`src/rtl/lfb_pkg.sv`:
```
/*
  lfb_pkg: constants and types shared by the flash bus front end.
  Assumes a single 200 MHz core clock (mclk) and a synchronous reset.
*/
package lfb_pkg;

  // start nibbles recognised on the nibble bus
  localparam logic [3:0] LFB_START_LPC   = 4'h0;
  localparam logic [3:0] LFB_START_HUB_RD = 4'hd;
  localparam logic [3:0] LFB_START_HUB_WR = 4'he;

  // cycle-type nibble: bits 3:2 give the kind, bit 1 the direction
  localparam int         LFB_CT_KIND_MSB = 3;
  localparam int         LFB_CT_KIND_LSB = 2;
  localparam int         LFB_CT_DIR_BIT  = 1;
  localparam logic [1:0] LFB_KIND_MEM    = 2'h1;

  // turnaround nibble driven before release
  localparam logic [3:0] LFB_TAR_NIBBLE  = 4'hf;

  // status bit mirrored on the ready/busy output
  localparam int         LFB_STAT_READY_BIT = 7;
  localparam logic [7:0] LFB_STATUS_RST     = 8'h80;

  // address split of the multiplexed programming port
  localparam int LFB_ROW_W = 11;
  localparam int LFB_COL_W = 7;
  localparam int LFB_ADR_W = 18;

  // reset values
  localparam logic       LFB_MODE_RST = 1'b0;
  localparam logic [7:0] LFB_BYTE_RST = 8'h00;

  // decoded cycle classes
  typedef enum logic [2:0]
  {
    LFB_CYC_NONE,
    LFB_CYC_LPC_MEM_RD,
    LFB_CYC_LPC_MEM_WR,
    LFB_CYC_HUB_RD,
    LFB_CYC_HUB_WR
  } lfb_cyc_t;

endpackage : lfb_pkg

```
`src/rtl/lfb_sync.sv`:
```
/*
  lfb_sync: two-flop synchroniser for a vector of pin inputs.
  Assumes the inputs are asynchronous to mclk; reset is synchronous.
*/
`timescale 1ns/100ps
`default_nettype none

module lfb_sync #(
  parameter int           W       = 1,
  parameter logic [W-1:0] RST_VAL = '0
) (
  input  wire logic         mclk,
  input  wire logic         rst_n,
  input  wire logic [W-1:0] din,
  output logic      [W-1:0] dout
);

  logic [W-1:0] meta_q;

  // first stage feeds only the second stage; reset loads the pins' idle
  // levels so no false edge or frame is seen as reset ends
  always_ff @(posedge mclk)
  begin
    if (!rst_n)
    begin
      meta_q <= RST_VAL;
      dout   <= RST_VAL;
    end
    else
    begin
      meta_q <= din;
      dout   <= meta_q;
    end
  end

endmodule : lfb_sync

`default_nettype wire

```
`src/rtl/lfb_front_end.sv`:
```
/*
  lfb_front_end: interface selection, start-nibble decode and the
  multiplexed programming port of a BIOS flash front end.
  Assumes all pins are asynchronous to mclk and pass a two-flop
  synchroniser; the array, protection and registers sit elsewhere.
*/
// Operation
// - strap low selects nibble bus interface, high selects programming port
// - row address latched on strobe fall, column address on strobe rise
// - programming writes latch data; reads drive array, status or identifier data
// - programming data pins float while output enable is high
// - ready/busy output mirrors status bit 7 in programming mode
// - start 0000b is standard cycle; answer only memory kinds of next nibble
// - start 1101b decodes hub read, 1110b hub write
// - unknown start floats nibble bus; standby once frame high and idle
// - frame sampled low stops nibble drive next clock, watch for new cycle
// - nibble bus pins sampled on mclk through the two-flop synchroniser
`timescale 1ns/100ps
`default_nettype none

module lfb_front_end
  import lfb_pkg::*;
(
  input  wire logic                 mclk,
  input  wire logic                 rst_n,
  input  wire logic                 interface_select_pin,
  input  wire logic                 frame_strobe_n,
  input  wire logic [3:0]           nibble_bus_i,
  output logic      [3:0]           nibble_bus_o,
  output logic                      nibble_bus_oe,
  input  wire logic [LFB_ROW_W-1:0] mux_address_pins,
  input  wire logic                 row_column_strobe,
  input  wire logic                 output_enable_n,
  input  wire logic                 write_enable_n,
  input  wire logic [7:0]           mux_data_pins_i,
  output logic      [7:0]           mux_data_pins_o,
  output logic                      mux_data_pins_oe,
  output logic                      ready_busy_out,
  input  wire logic [7:0]           read_data,
  input  wire logic                 op_busy,
  output logic                      mux_mode,
  output logic      [LFB_ADR_W-1:0] mux_address,
  output logic      [7:0]           write_data,
  output logic                      write_strobe,
  output logic      [2:0]           cycle_class,
  output logic                      cycle_valid,
  output logic                      standby
);

  typedef enum logic [1:0]
  {
    LFB_ST_IDLE,
    LFB_ST_TYPE,
    LFB_ST_ACTIVE,
    LFB_ST_IGNORE
  } lfb_state_t;

  // synchronised pin copies
  logic [LFB_ROW_W-1:0] adr_s;
  logic [7:0]           dat_s;
  logic                 ic_s;
  logic                 frame_n_s;
  logic [3:0]           lad_s;
  logic                 rc_s;
  logic                 oe_n_s;
  logic                 we_n_s;

  logic                 rc_q;
  logic                 we_n_q;
  logic                 mode_q;
  logic                 mode_known_q;
  lfb_state_t           state_q;
  logic [7:0]           status_q;
  logic                 nib_oe_q;

  // idle levels: frame, strobe and both enables high, all else low
  lfb_sync #(
    .W       (LFB_ROW_W + 17),
    .RST_VAL ({{(LFB_ROW_W + 9){1'b0}}, 1'b1, 4'h0, 3'h7})
  ) u_sync (
    .mclk  (mclk),
    .rst_n (rst_n),
    .din   ({mux_address_pins, mux_data_pins_i, interface_select_pin,
             frame_strobe_n, nibble_bus_i, row_column_strobe,
             output_enable_n, write_enable_n}),
    .dout  ({adr_s, dat_s, ic_s, frame_n_s, lad_s, rc_s, oe_n_s, we_n_s})
  );

  // a memory-kind check used for both directions of the standard cycle
  function automatic logic is_mem_kind(input logic [3:0] ct);
    is_mem_kind = (ct[LFB_CT_KIND_MSB:LFB_CT_KIND_LSB] == LFB_KIND_MEM);
  endfunction : is_mem_kind

  // strap is re-sampled only when nothing is in flight, so a glitch on it
  // cannot flip the interface in the middle of a transfer
  always_ff @(posedge mclk)
  begin
    if (!rst_n)
    begin
      mode_q       <= LFB_MODE_RST;
      mode_known_q <= 1'b0;
    end
    else if (!mode_known_q || ((state_q == LFB_ST_IDLE || state_q == LFB_ST_IGNORE)
                               && !op_busy && frame_n_s && we_n_s && rc_s))
    begin
      mode_q       <= ic_s;
      mode_known_q <= 1'b1;
    end
  end

  assign mux_mode = mode_q;

  // start-nibble decode; the last nibble seen with frame low is the start
  always_ff @(posedge mclk)
  begin
    if (!rst_n)
    begin
      state_q     <= LFB_ST_IDLE;
      cycle_class <= LFB_CYC_NONE;
      cycle_valid <= 1'b0;
    end
    else
    begin
      cycle_valid <= 1'b0;
      if (mode_q)
      begin
        state_q     <= LFB_ST_IDLE;
        cycle_class <= LFB_CYC_NONE;
      end
      else if (!frame_n_s)
      begin
        // frame low always restarts decode, which also covers aborts
        cycle_class <= LFB_CYC_NONE;
        unique case (lad_s)
          LFB_START_LPC:    state_q <= LFB_ST_TYPE;
          LFB_START_HUB_RD: cycle_class <= LFB_CYC_HUB_RD;
          LFB_START_HUB_WR: cycle_class <= LFB_CYC_HUB_WR;
          default:          state_q <= LFB_ST_IGNORE;
        endcase
        if (lad_s == LFB_START_HUB_RD || lad_s == LFB_START_HUB_WR)
          state_q <= LFB_ST_ACTIVE;
      end
      else
      begin
        unique case (state_q)
          LFB_ST_IDLE:   state_q <= LFB_ST_IDLE;
          LFB_ST_TYPE:
          begin
            if (is_mem_kind(lad_s))
            begin
              cycle_class <= lad_s[LFB_CT_DIR_BIT] ? LFB_CYC_LPC_MEM_WR
                                                   : LFB_CYC_LPC_MEM_RD;
              cycle_valid <= 1'b1;
              state_q     <= LFB_ST_ACTIVE;
            end
            else
              state_q <= LFB_ST_IGNORE;
          end
          LFB_ST_ACTIVE:
          begin
            // hub class reported on the first clock after frame rises
            if (cycle_class == LFB_CYC_HUB_RD || cycle_class == LFB_CYC_HUB_WR)
              cycle_valid <= 1'b1;
            state_q <= LFB_ST_IDLE;
          end
          LFB_ST_IGNORE: state_q <= LFB_ST_IGNORE;
        endcase
      end
    end
  end

  // the field engine is outside; this block only owns the release rule
  always_ff @(posedge mclk)
  begin
    if (!rst_n)
      nib_oe_q <= 1'b0;
    else
      nib_oe_q <= 1'b0;
  end

  assign nibble_bus_o  = LFB_TAR_NIBBLE;
  assign nibble_bus_oe = nib_oe_q;

  // standby in nibble bus mode when frame high, no operation running, no decode in flight
  always_ff @(posedge mclk)
  begin
    if (!rst_n)
      standby <= 1'b0;
    else
      standby <= !mode_q && frame_n_s && !op_busy
                 && (state_q == LFB_ST_IGNORE || state_q == LFB_ST_IDLE);
  end

  // row on the strobe's fall, column on its rise
  always_ff @(posedge mclk)
  begin
    if (!rst_n)
    begin
      rc_q        <= 1'b1;
      mux_address <= '0;
    end
    else
    begin
      rc_q <= rc_s;
      if (mode_q && rc_q && !rc_s)
        mux_address[LFB_ROW_W-1:0] <= adr_s;
      if (mode_q && !rc_q && rc_s)
        mux_address[LFB_ADR_W-1:LFB_ROW_W] <= adr_s[LFB_COL_W-1:0];
    end
  end

  // data latched as write enable rises, the usual trailing-edge capture
  always_ff @(posedge mclk)
  begin
    if (!rst_n)
    begin
      we_n_q       <= 1'b1;
      write_data   <= LFB_BYTE_RST;
      write_strobe <= 1'b0;
    end
    else
    begin
      we_n_q       <= we_n_s;
      write_strobe <= 1'b0;
      if (mode_q && !we_n_q && we_n_s)
      begin
        write_data   <= dat_s;
        write_strobe <= 1'b1;
      end
    end
  end

  // status copy; ready bit falls while an operation runs
  always_ff @(posedge mclk)
  begin
    if (!rst_n)
      status_q <= LFB_STATUS_RST;
    else
    begin
      status_q <= read_data;
      status_q[LFB_STAT_READY_BIT] <= !op_busy;
    end
  end

  always_ff @(posedge mclk)
  begin
    if (!rst_n)
      ready_busy_out <= 1'b1;
    else
      ready_busy_out <= mode_q ? status_q[LFB_STAT_READY_BIT] : 1'b1;
  end

  // read drive only with output enable low and write enable high
  always_ff @(posedge mclk)
  begin
    if (!rst_n)
    begin
      mux_data_pins_o  <= LFB_BYTE_RST;
      mux_data_pins_oe <= 1'b0;
    end
    else
    begin
      mux_data_pins_o  <= read_data;
      mux_data_pins_oe <= mode_q && !oe_n_s && we_n_s;
    end
  end
endmodule : lfb_front_end

`default_nettype wire

```
`config.mk`:
```
export PLATFORM = sky130hd
export DESIGN_NAME = lfb_front_end
export DESIGN_NICKNAME = d
export VERILOG_FILES = /design/src/rtl/lfb_pkg.sv /design/src/rtl/lfb_sync.sv /design/src/rtl/lfb_front_end.sv
export SDC_FILE = /design/constraint.sdc
export NUM_CORES = 1
export LEC_CHECK = 0
export BUFFER_PORTS_ARGS = -buffer_cell sky130_fd_sc_hd__buf_2
export CAP_MARGIN = 15
export CORE_AREA = 5 5 88 90
export CTS_CLUSTER_DIAMETER = 150
export CTS_CLUSTER_SIZE = 8
export DETAILED_ROUTE_END_ITERATION = 10
export DIE_AREA = 0 0 93 95
export PLACE_DENSITY = 0.73
export SYNTH_ARGS = -nofsm -noshare
export SYNTH_HDL_FRONTEND = slang
export SYNTH_SLANG_ARGS = --single-unit
```
`constraint.sdc`:
```
create_clock -name mclk -period 1.6 [get_ports mclk]
set_input_delay 0.08 -clock mclk [delete_from_list [all_inputs] [get_ports mclk]]
set_output_delay 0.08 -clock mclk [all_outputs]
set_load 0.02 [all_outputs]
```
== Word-level counts from Yosys, hierarchy flattened ==
Cells that the tools add are included.

* Logic and storage cells: 79
* Bits of input ports: 39
* Bits in registers: 112
* Output and inout port bits: 48

* Eq/ne operators: 11
* Multiplexer cells: 14
* Reductions and logical operators: 34
* Bitwise gates (word level): 2

{| class="wikitable"
|+ Operators by type and width
! cell !! number
|-
| $logic_and A1 B1 Y1 || 15
|-
| $mux W3 || 3
|-
| $eq A4 B4 Y1 const B || 2
|-
| $logic_not A1 Y1 || 7
|-
| $mux W2 || 3
|-
| $pmux W2 S3 || 1
|-
| $pmux W3 S2 || 1
|-
| $reduce_or A2 Y1 || 3
|-
| $eq A2 B1 Y1 const B || 2
|-
| $eq A2 B2 Y1 const B || 2
|-
| $logic_not A4 Y1 || 1
|-
| $logic_or A1 B1 Y1 || 4
|-
| $mux W1 || 4
|-
| $ne A2 B2 Y1 const B || 2
|-
| $pmux W2 S2 || 1
|-
| $reduce_and A2 Y1 || 2
|-
| $eq A3 B2 Y1 const B || 1
|-
| $eq A3 B3 Y1 const B || 1
|-
| $ne A3 B1 Y1 const B || 1
|-
| $reduce_or A3 Y1 || 1
|-
| $logic_not A2 Y1 || 1
|-
| $not A1 Y1 || 2
|-
| $pmux W1 S2 || 1
|}

== Longest topological paths before layout ==
* Depth in word-level cells: 7
* Depth in mapped cells: 5
* Depth with buffers taken out: 5

== By module ==
A second synthesis with hierarchy kept.

* Cells, all modules: 300
* Area, all modules: 3454.6 um^2

{| class="wikitable"
|+ By module, submodules not included
! module !! times used !! cells each !! area an instance (um^2) !! seq. area each (um^2)
|-
| lfb_front_end || 1 || 182 || 1925.6 || 980.9
|-
| lfb_sync || 1 || 118 || 1529.0 || 1121.1
|}

== Least setup slack after synthesis ==
OpenSTA, ideal clock, no wires.

* Path type: reg2reg
* Start point: register mode_q (netlist: mux_mode)
* End point: register mux_address[10]
* Arrival: 1.074 ns
* Stages on the path, launching flop included: 6
* Clock period less this slack: 1.191 ns
* Path slack: 0.409 ns
* Buffers on the path: 2
* Data required time: 1.483 ns
* Setup time: 0.117 ns
* Path through: dfxtp_1 buf_6 nand3b_1 buf_4 mux2i_1 nor2_1

* Cells in the longest elaborated chain, start to end: 2

{| class="wikitable"
|+ Ends and longest elaborated chain
! item !! RTL line !! source
|-
| start, declared || lfb_front_end.sv:70 || <nowiki>logic mode_q;</nowiki>
|-
| start signal, assigned || lfb_front_end.sv:106 || <nowiki>mode_q <= ic_s;</nowiki>
|-
| $logic_and A1 B1 Y1 (2 in a row) || lfb_front_end.sv:205 || <nowiki>if (mode_q && rc_q && !rc_s)</nowiki>
|-
| end signal, assigned by index || lfb_front_end.sv:206 || <nowiki>mux_address[LFB_ROW_W-1:0] <= adr_s;</nowiki>
|-
| end signal, assigned by index || lfb_front_end.sv:208 || <nowiki>mux_address[LFB_ADR_W-1:LFB_ROW_W] <= adr_s[LFB_COL_W-1:0];</nowiki>
|-
| end, declared || lfb_front_end.sv:42 || <nowiki>output logic [LFB_ADR_W-1:0] mux_address,</nowiki>
|}

Every way passes these cells.
A chain may end at the register's enable or synchronous reset.

== Worst setup path in the final report ==
* Start point: register state_q[1]
* End point: register cycle_class[2]

* Cells in the longest elaborated chain, start to end: 3

{| class="wikitable"
|+ Ends and longest elaborated chain
! item !! RTL line !! source
|-
| start, declared || lfb_front_end.sv:72 || <nowiki>lfb_state_t state_q;</nowiki>
|-
| start signal, assigned || lfb_front_end.sv:118 || <nowiki>state_q <= LFB_ST_IDLE;</nowiki>
|-
| start signal, assigned || lfb_front_end.sv:127 || <nowiki>state_q <= LFB_ST_IDLE;</nowiki>
|-
| start signal, assigned || lfb_front_end.sv:135 || <nowiki>LFB_START_LPC: state_q <= LFB_ST_TYPE;</nowiki>
|-
| $eq A2 B1 Y1 || lfb_front_end.sv:145 || <nowiki>unique case (state_q)</nowiki>
|-
| $ne A2 B2 Y1 (no source line) || n/a ||
|-
| $reduce_and A2 Y1 (no source line) || n/a ||
|-
| end signal, assigned || lfb_front_end.sv:151 || <nowiki>cycle_class <= lad_s[LFB_CT_DIR_BIT] ? LFB_CYC_LPC_MEM_WR</nowiki>
|-
| end, declared || lfb_front_end.sv:45 || <nowiki>output logic [2:0] cycle_class,</nowiki>
|}

Every way passes these cells.

==> parameters.txt <==
Parameter                              Value

Outcome
  Result of the run ... completed

CTS
  Max Buffers Root-to-Sink ... 2
  Number of sinks driven by the clock tree ... 105
  Number of levels the H-tree was split into ... 3
  Number of gates given a new drive strength after cts ... 0
  Root buf cell ... clkbuf_8
  Worst-Skew Late Latency ... 0.35 ns
  Cts bufs inserted ... 9
  Clock slew at reported path FFs ... 0.10 ns
  TritonCTS clock tree ... yes

Power and ir drop
  Worst IR drop on VDD ... 0.5620 mV
  Standby leakage power ... 2.169 nW
  Pwr per Cell Area ... 1072 mW/mm²
  Power consumption ... 4.694 mW

Synthesis
  Average instance area after synthesis ... 11.34 µm²
  Count of different cell masters after synthesis ... 37
  Instance count of the mapped netlist ... 301
  Simple-gate share of the synthesized area ... 20.48%
  Area fraction in compound gates after synthesis ... 3.041%
  Post-synth EDFFs ... 0
  Adder-cell share of the synthesized area ... 1.099%
  Part of the Yosys area used for sequential elements ... 61.56%
  Total of warnings raised by yosys ... 0
  Async SR Flop Fraction ... 0%
  XOR/XNOR share of the synthesized area ... less than 1%
  Largest family of logic cells by synthesized area ... simple AND/OR/NAND/NOR gates
  Syn Std Cell Area ... 0.003415 mm²
  Main flop type after synthesis ... dfxtp_1
  Register bit count reported by yosys ... 105
  Share of cell area taken by muxes after synthesis ... 7.622%

Worst hold path
  Min-delay worst type ... in -> reg

Finish
  Non-Filler Instances ... between 400 and 500
  Area taken by flip-flops and latches ... 0.002102 mm²
  Post-Layout Inst Area ... 0.004379 mm²
  Number of nets in the final layout ... 452
  Final antenna diode count ... 0
  Share of layout cells above drive strength 1 ... 25.54%
  Area occupied by multi-input gates ... 0.001129 mm²
  FILL cells ... 569
  Area overhead of the layout relative to synthesis ... 28.25%

Worst setup path
  Worst path required time ... 1.84 ns
  Worst-path cell chain ... inv_1 -> ha_1 -> nand3b_1 -> nor2b_1 -> a32o_1
  Maximum fanout count along the critical path ... 5
  Worst path buffer plus inverter count ... 1
  Crit path max-delay cell type ... dfxtp_1
  Arrival @ worst endpoint ... 1.50 ns
  Type of element capturing the critical path ... register
  Largest stage delay, worst path ... approximately 0.34 ns
  CP top delay family ... simple AND/OR/NAND/NOR gates
  Startpoint kind of the worst setup timing path ... register
  Class of the most critical setup path ... reg -> reg

Run
  Number of max-capacitance violations reported ... 0

STA
  Worst Tran Pin Value ... 0.5049 ns
  Shortest period the worst path allows ... around 1.3 ns
  Worst Setup Slack, final ... about 0.34 ns
  Crit share post-route ... 78.64%
  Top achievable clock speed ... 794.8 MHz
  Number of hold violations in the final report ... 0
  Final Max Slew Viols ... 0
  Max Clock Skew ... 0.01274 ns
  Max-slew headroom ... between 60% and 70%
  Endpoints failing setup ... 0
  Setup repair after global routing missed its margin ... false
  Setup TNS after final layout ... 0 ns

Place
  Estimated wirelength of the detail-placed design ... 3.847 mm
  Placer Congestion ... 0.7745
  Cell area after placement ... 0.003795 mm²
  # port buffers ... 81
  Post-placement cell count ... 444
  Post-place setup slack ... 0.3474 ns

Die
  Count of standard-cell rows ... 31
  Number of placed I/O pins ... 87
  Area of the die ... 0.008835 mm²
  Effective utilization at floorplan ... 48.91%
  Overall die width ... 93 µm
  Die Height ... 95 µm
  Area of the core ... approximately 0.007 mm²

GRT
  Total routing usage reported by global routing ... ~15%
  Number of global-route vias before repair ... approximately 2200
  Number of antenna violations at the first check in global routing ... 0
  Remaining global-route overflow ... 0
  Wire length of the first global-routing pass ... 10.01 mm
  Largest net degree at the start of global routing ... 33

Drt
  First-pass detailed-route iteration total ... 4
  Vias per cell ... 4.594
  Starting DRT DRC Count ... 82
  Remaining antenna violation count ... 0
  Wire length after detailed routing ... 6.122 mm
  Via total after detailed routing ... 2283
  Detailed-route wire length per cell ... ~12 µm
  Residual DRC ... 0
## final cells by class
type / instances / share of cell area, %
multi-input cells: 166 / 25.77
flip-flops and latches: 105 / 48.00
clock buffers: 10 / 3.143
clock inverters: 6 / 1.743
well taps: 82 / 2.343
repair buffers: 123 / 18.57
inverters: 5 / 0.4286
## through the flow
step / hold slack (ns) / util (%)
after floorplan: 0.1419 / -
after global placement: 0.2665 / 54.35
after detailed placement: 0.2657 / 54.35
after CTS: 0.1142 / 62.72
after global routing: 0.1337 / 62.72
final: 0.1305 / 62.72
## registers in the layout, indices dropped and copies added (netlist names), 2 cells and up
| name | cells |
|---|---|
| cycle_class | 3 |
| mux_address | 18 |
| state_q | 2 |
| status_q | 8 |
| u_sync.dout | 28 |
| u_sync.meta_q | 28 |
| write_data | 8 |
## path summary, 6_finish.rpt
kind	from	end	slack, ns	depth (start not counted)
setup / recovery	state_q[1]	cycle_class[2]	0.34	5
hold / removal	rst_n	mode_known_q	0.13	1
setup reg to reg	state_q[1]	cycle_class[2]	0.34	5
hold reg to reg	u_sync.meta_q[0]	u_sync.dout[0]	0.41	1
## cells in the final DEF, fill, tap and decap left out, types with 2 or more instances in the layout
| cell type | n |
|---|---|
| a21oi_1 | 2 |
| and2_1 | 56 |
| and4b_1 | 2 |
| buf_2 | 81 |
| buf_4 | 5 |
| clkbuf_8 | 10 |
| clkinv_4 | 4 |
| conb_1 | 5 |
| dfxtp_1 | 105 |
| dlygate4sd3_1 | 37 |
| ha_1 | 3 |
| inv_1 | 4 |
| mux2i_1 | 26 |
| nand2_1 | 2 |
| nand2b_1 | 11 |
| nand3_1 | 3 |
| nand3b_1 | 6 |
| nor2_1 | 30 |
| o21ai_0 | 3 |
## where the power goes
| group | internal, mW | switching (mW) |
|---|---|---|
| combinational | 0.162 | 0.130 |
| clock | 0.788 | 0.881 |
| sequential | 2.70 | 0.0336 |
| total | 3.65 | 1.04 |
## kinds of logic after synthesis
family | Yosys count
adders and majority gates | 3
and+or+nand+nor | 118
DFF | 105
buffers and inverters | 33
AOI/OAI and AO/OA | 13
muxes | 26
other | 2
xor gates and xnor gates | 1
## what timing repair did
item	4_1_cts	5_1_grt
setup buffers	0	0
hold buffers	37	0
endpoints found under the hold margin	37	0
## routing by layer
| metal | GRT usage (%) | part of all wire [%] | vias up |
|---|---|---|---|
| li1 | - | - | 1170 |
| met1 | 17.88 | 45 | 1046 |
| met2 | 24.60 | 49 | 61 |
| met3 | 2.709 | 5.0 | 6 |
| met4 | 6.960 | 1.1 | 0 |
| met5 | 0 | 0 | - |
## cells in the mapped netlist (4+ instances only)
cell      number  area share, %
clkbuf_1       6           0.66
and2_1        56             10
nor2_1        30            3.3
nand2b_1      11            2.0
buf_2          5           0.73
nand3b_1       6            1.3
inv_1          4           0.44
mux2i_1       26            7.6
buf_4         15            3.3
dfxtp_1      105             62
No activity file was read; power rests on OpenSTA's default activity.
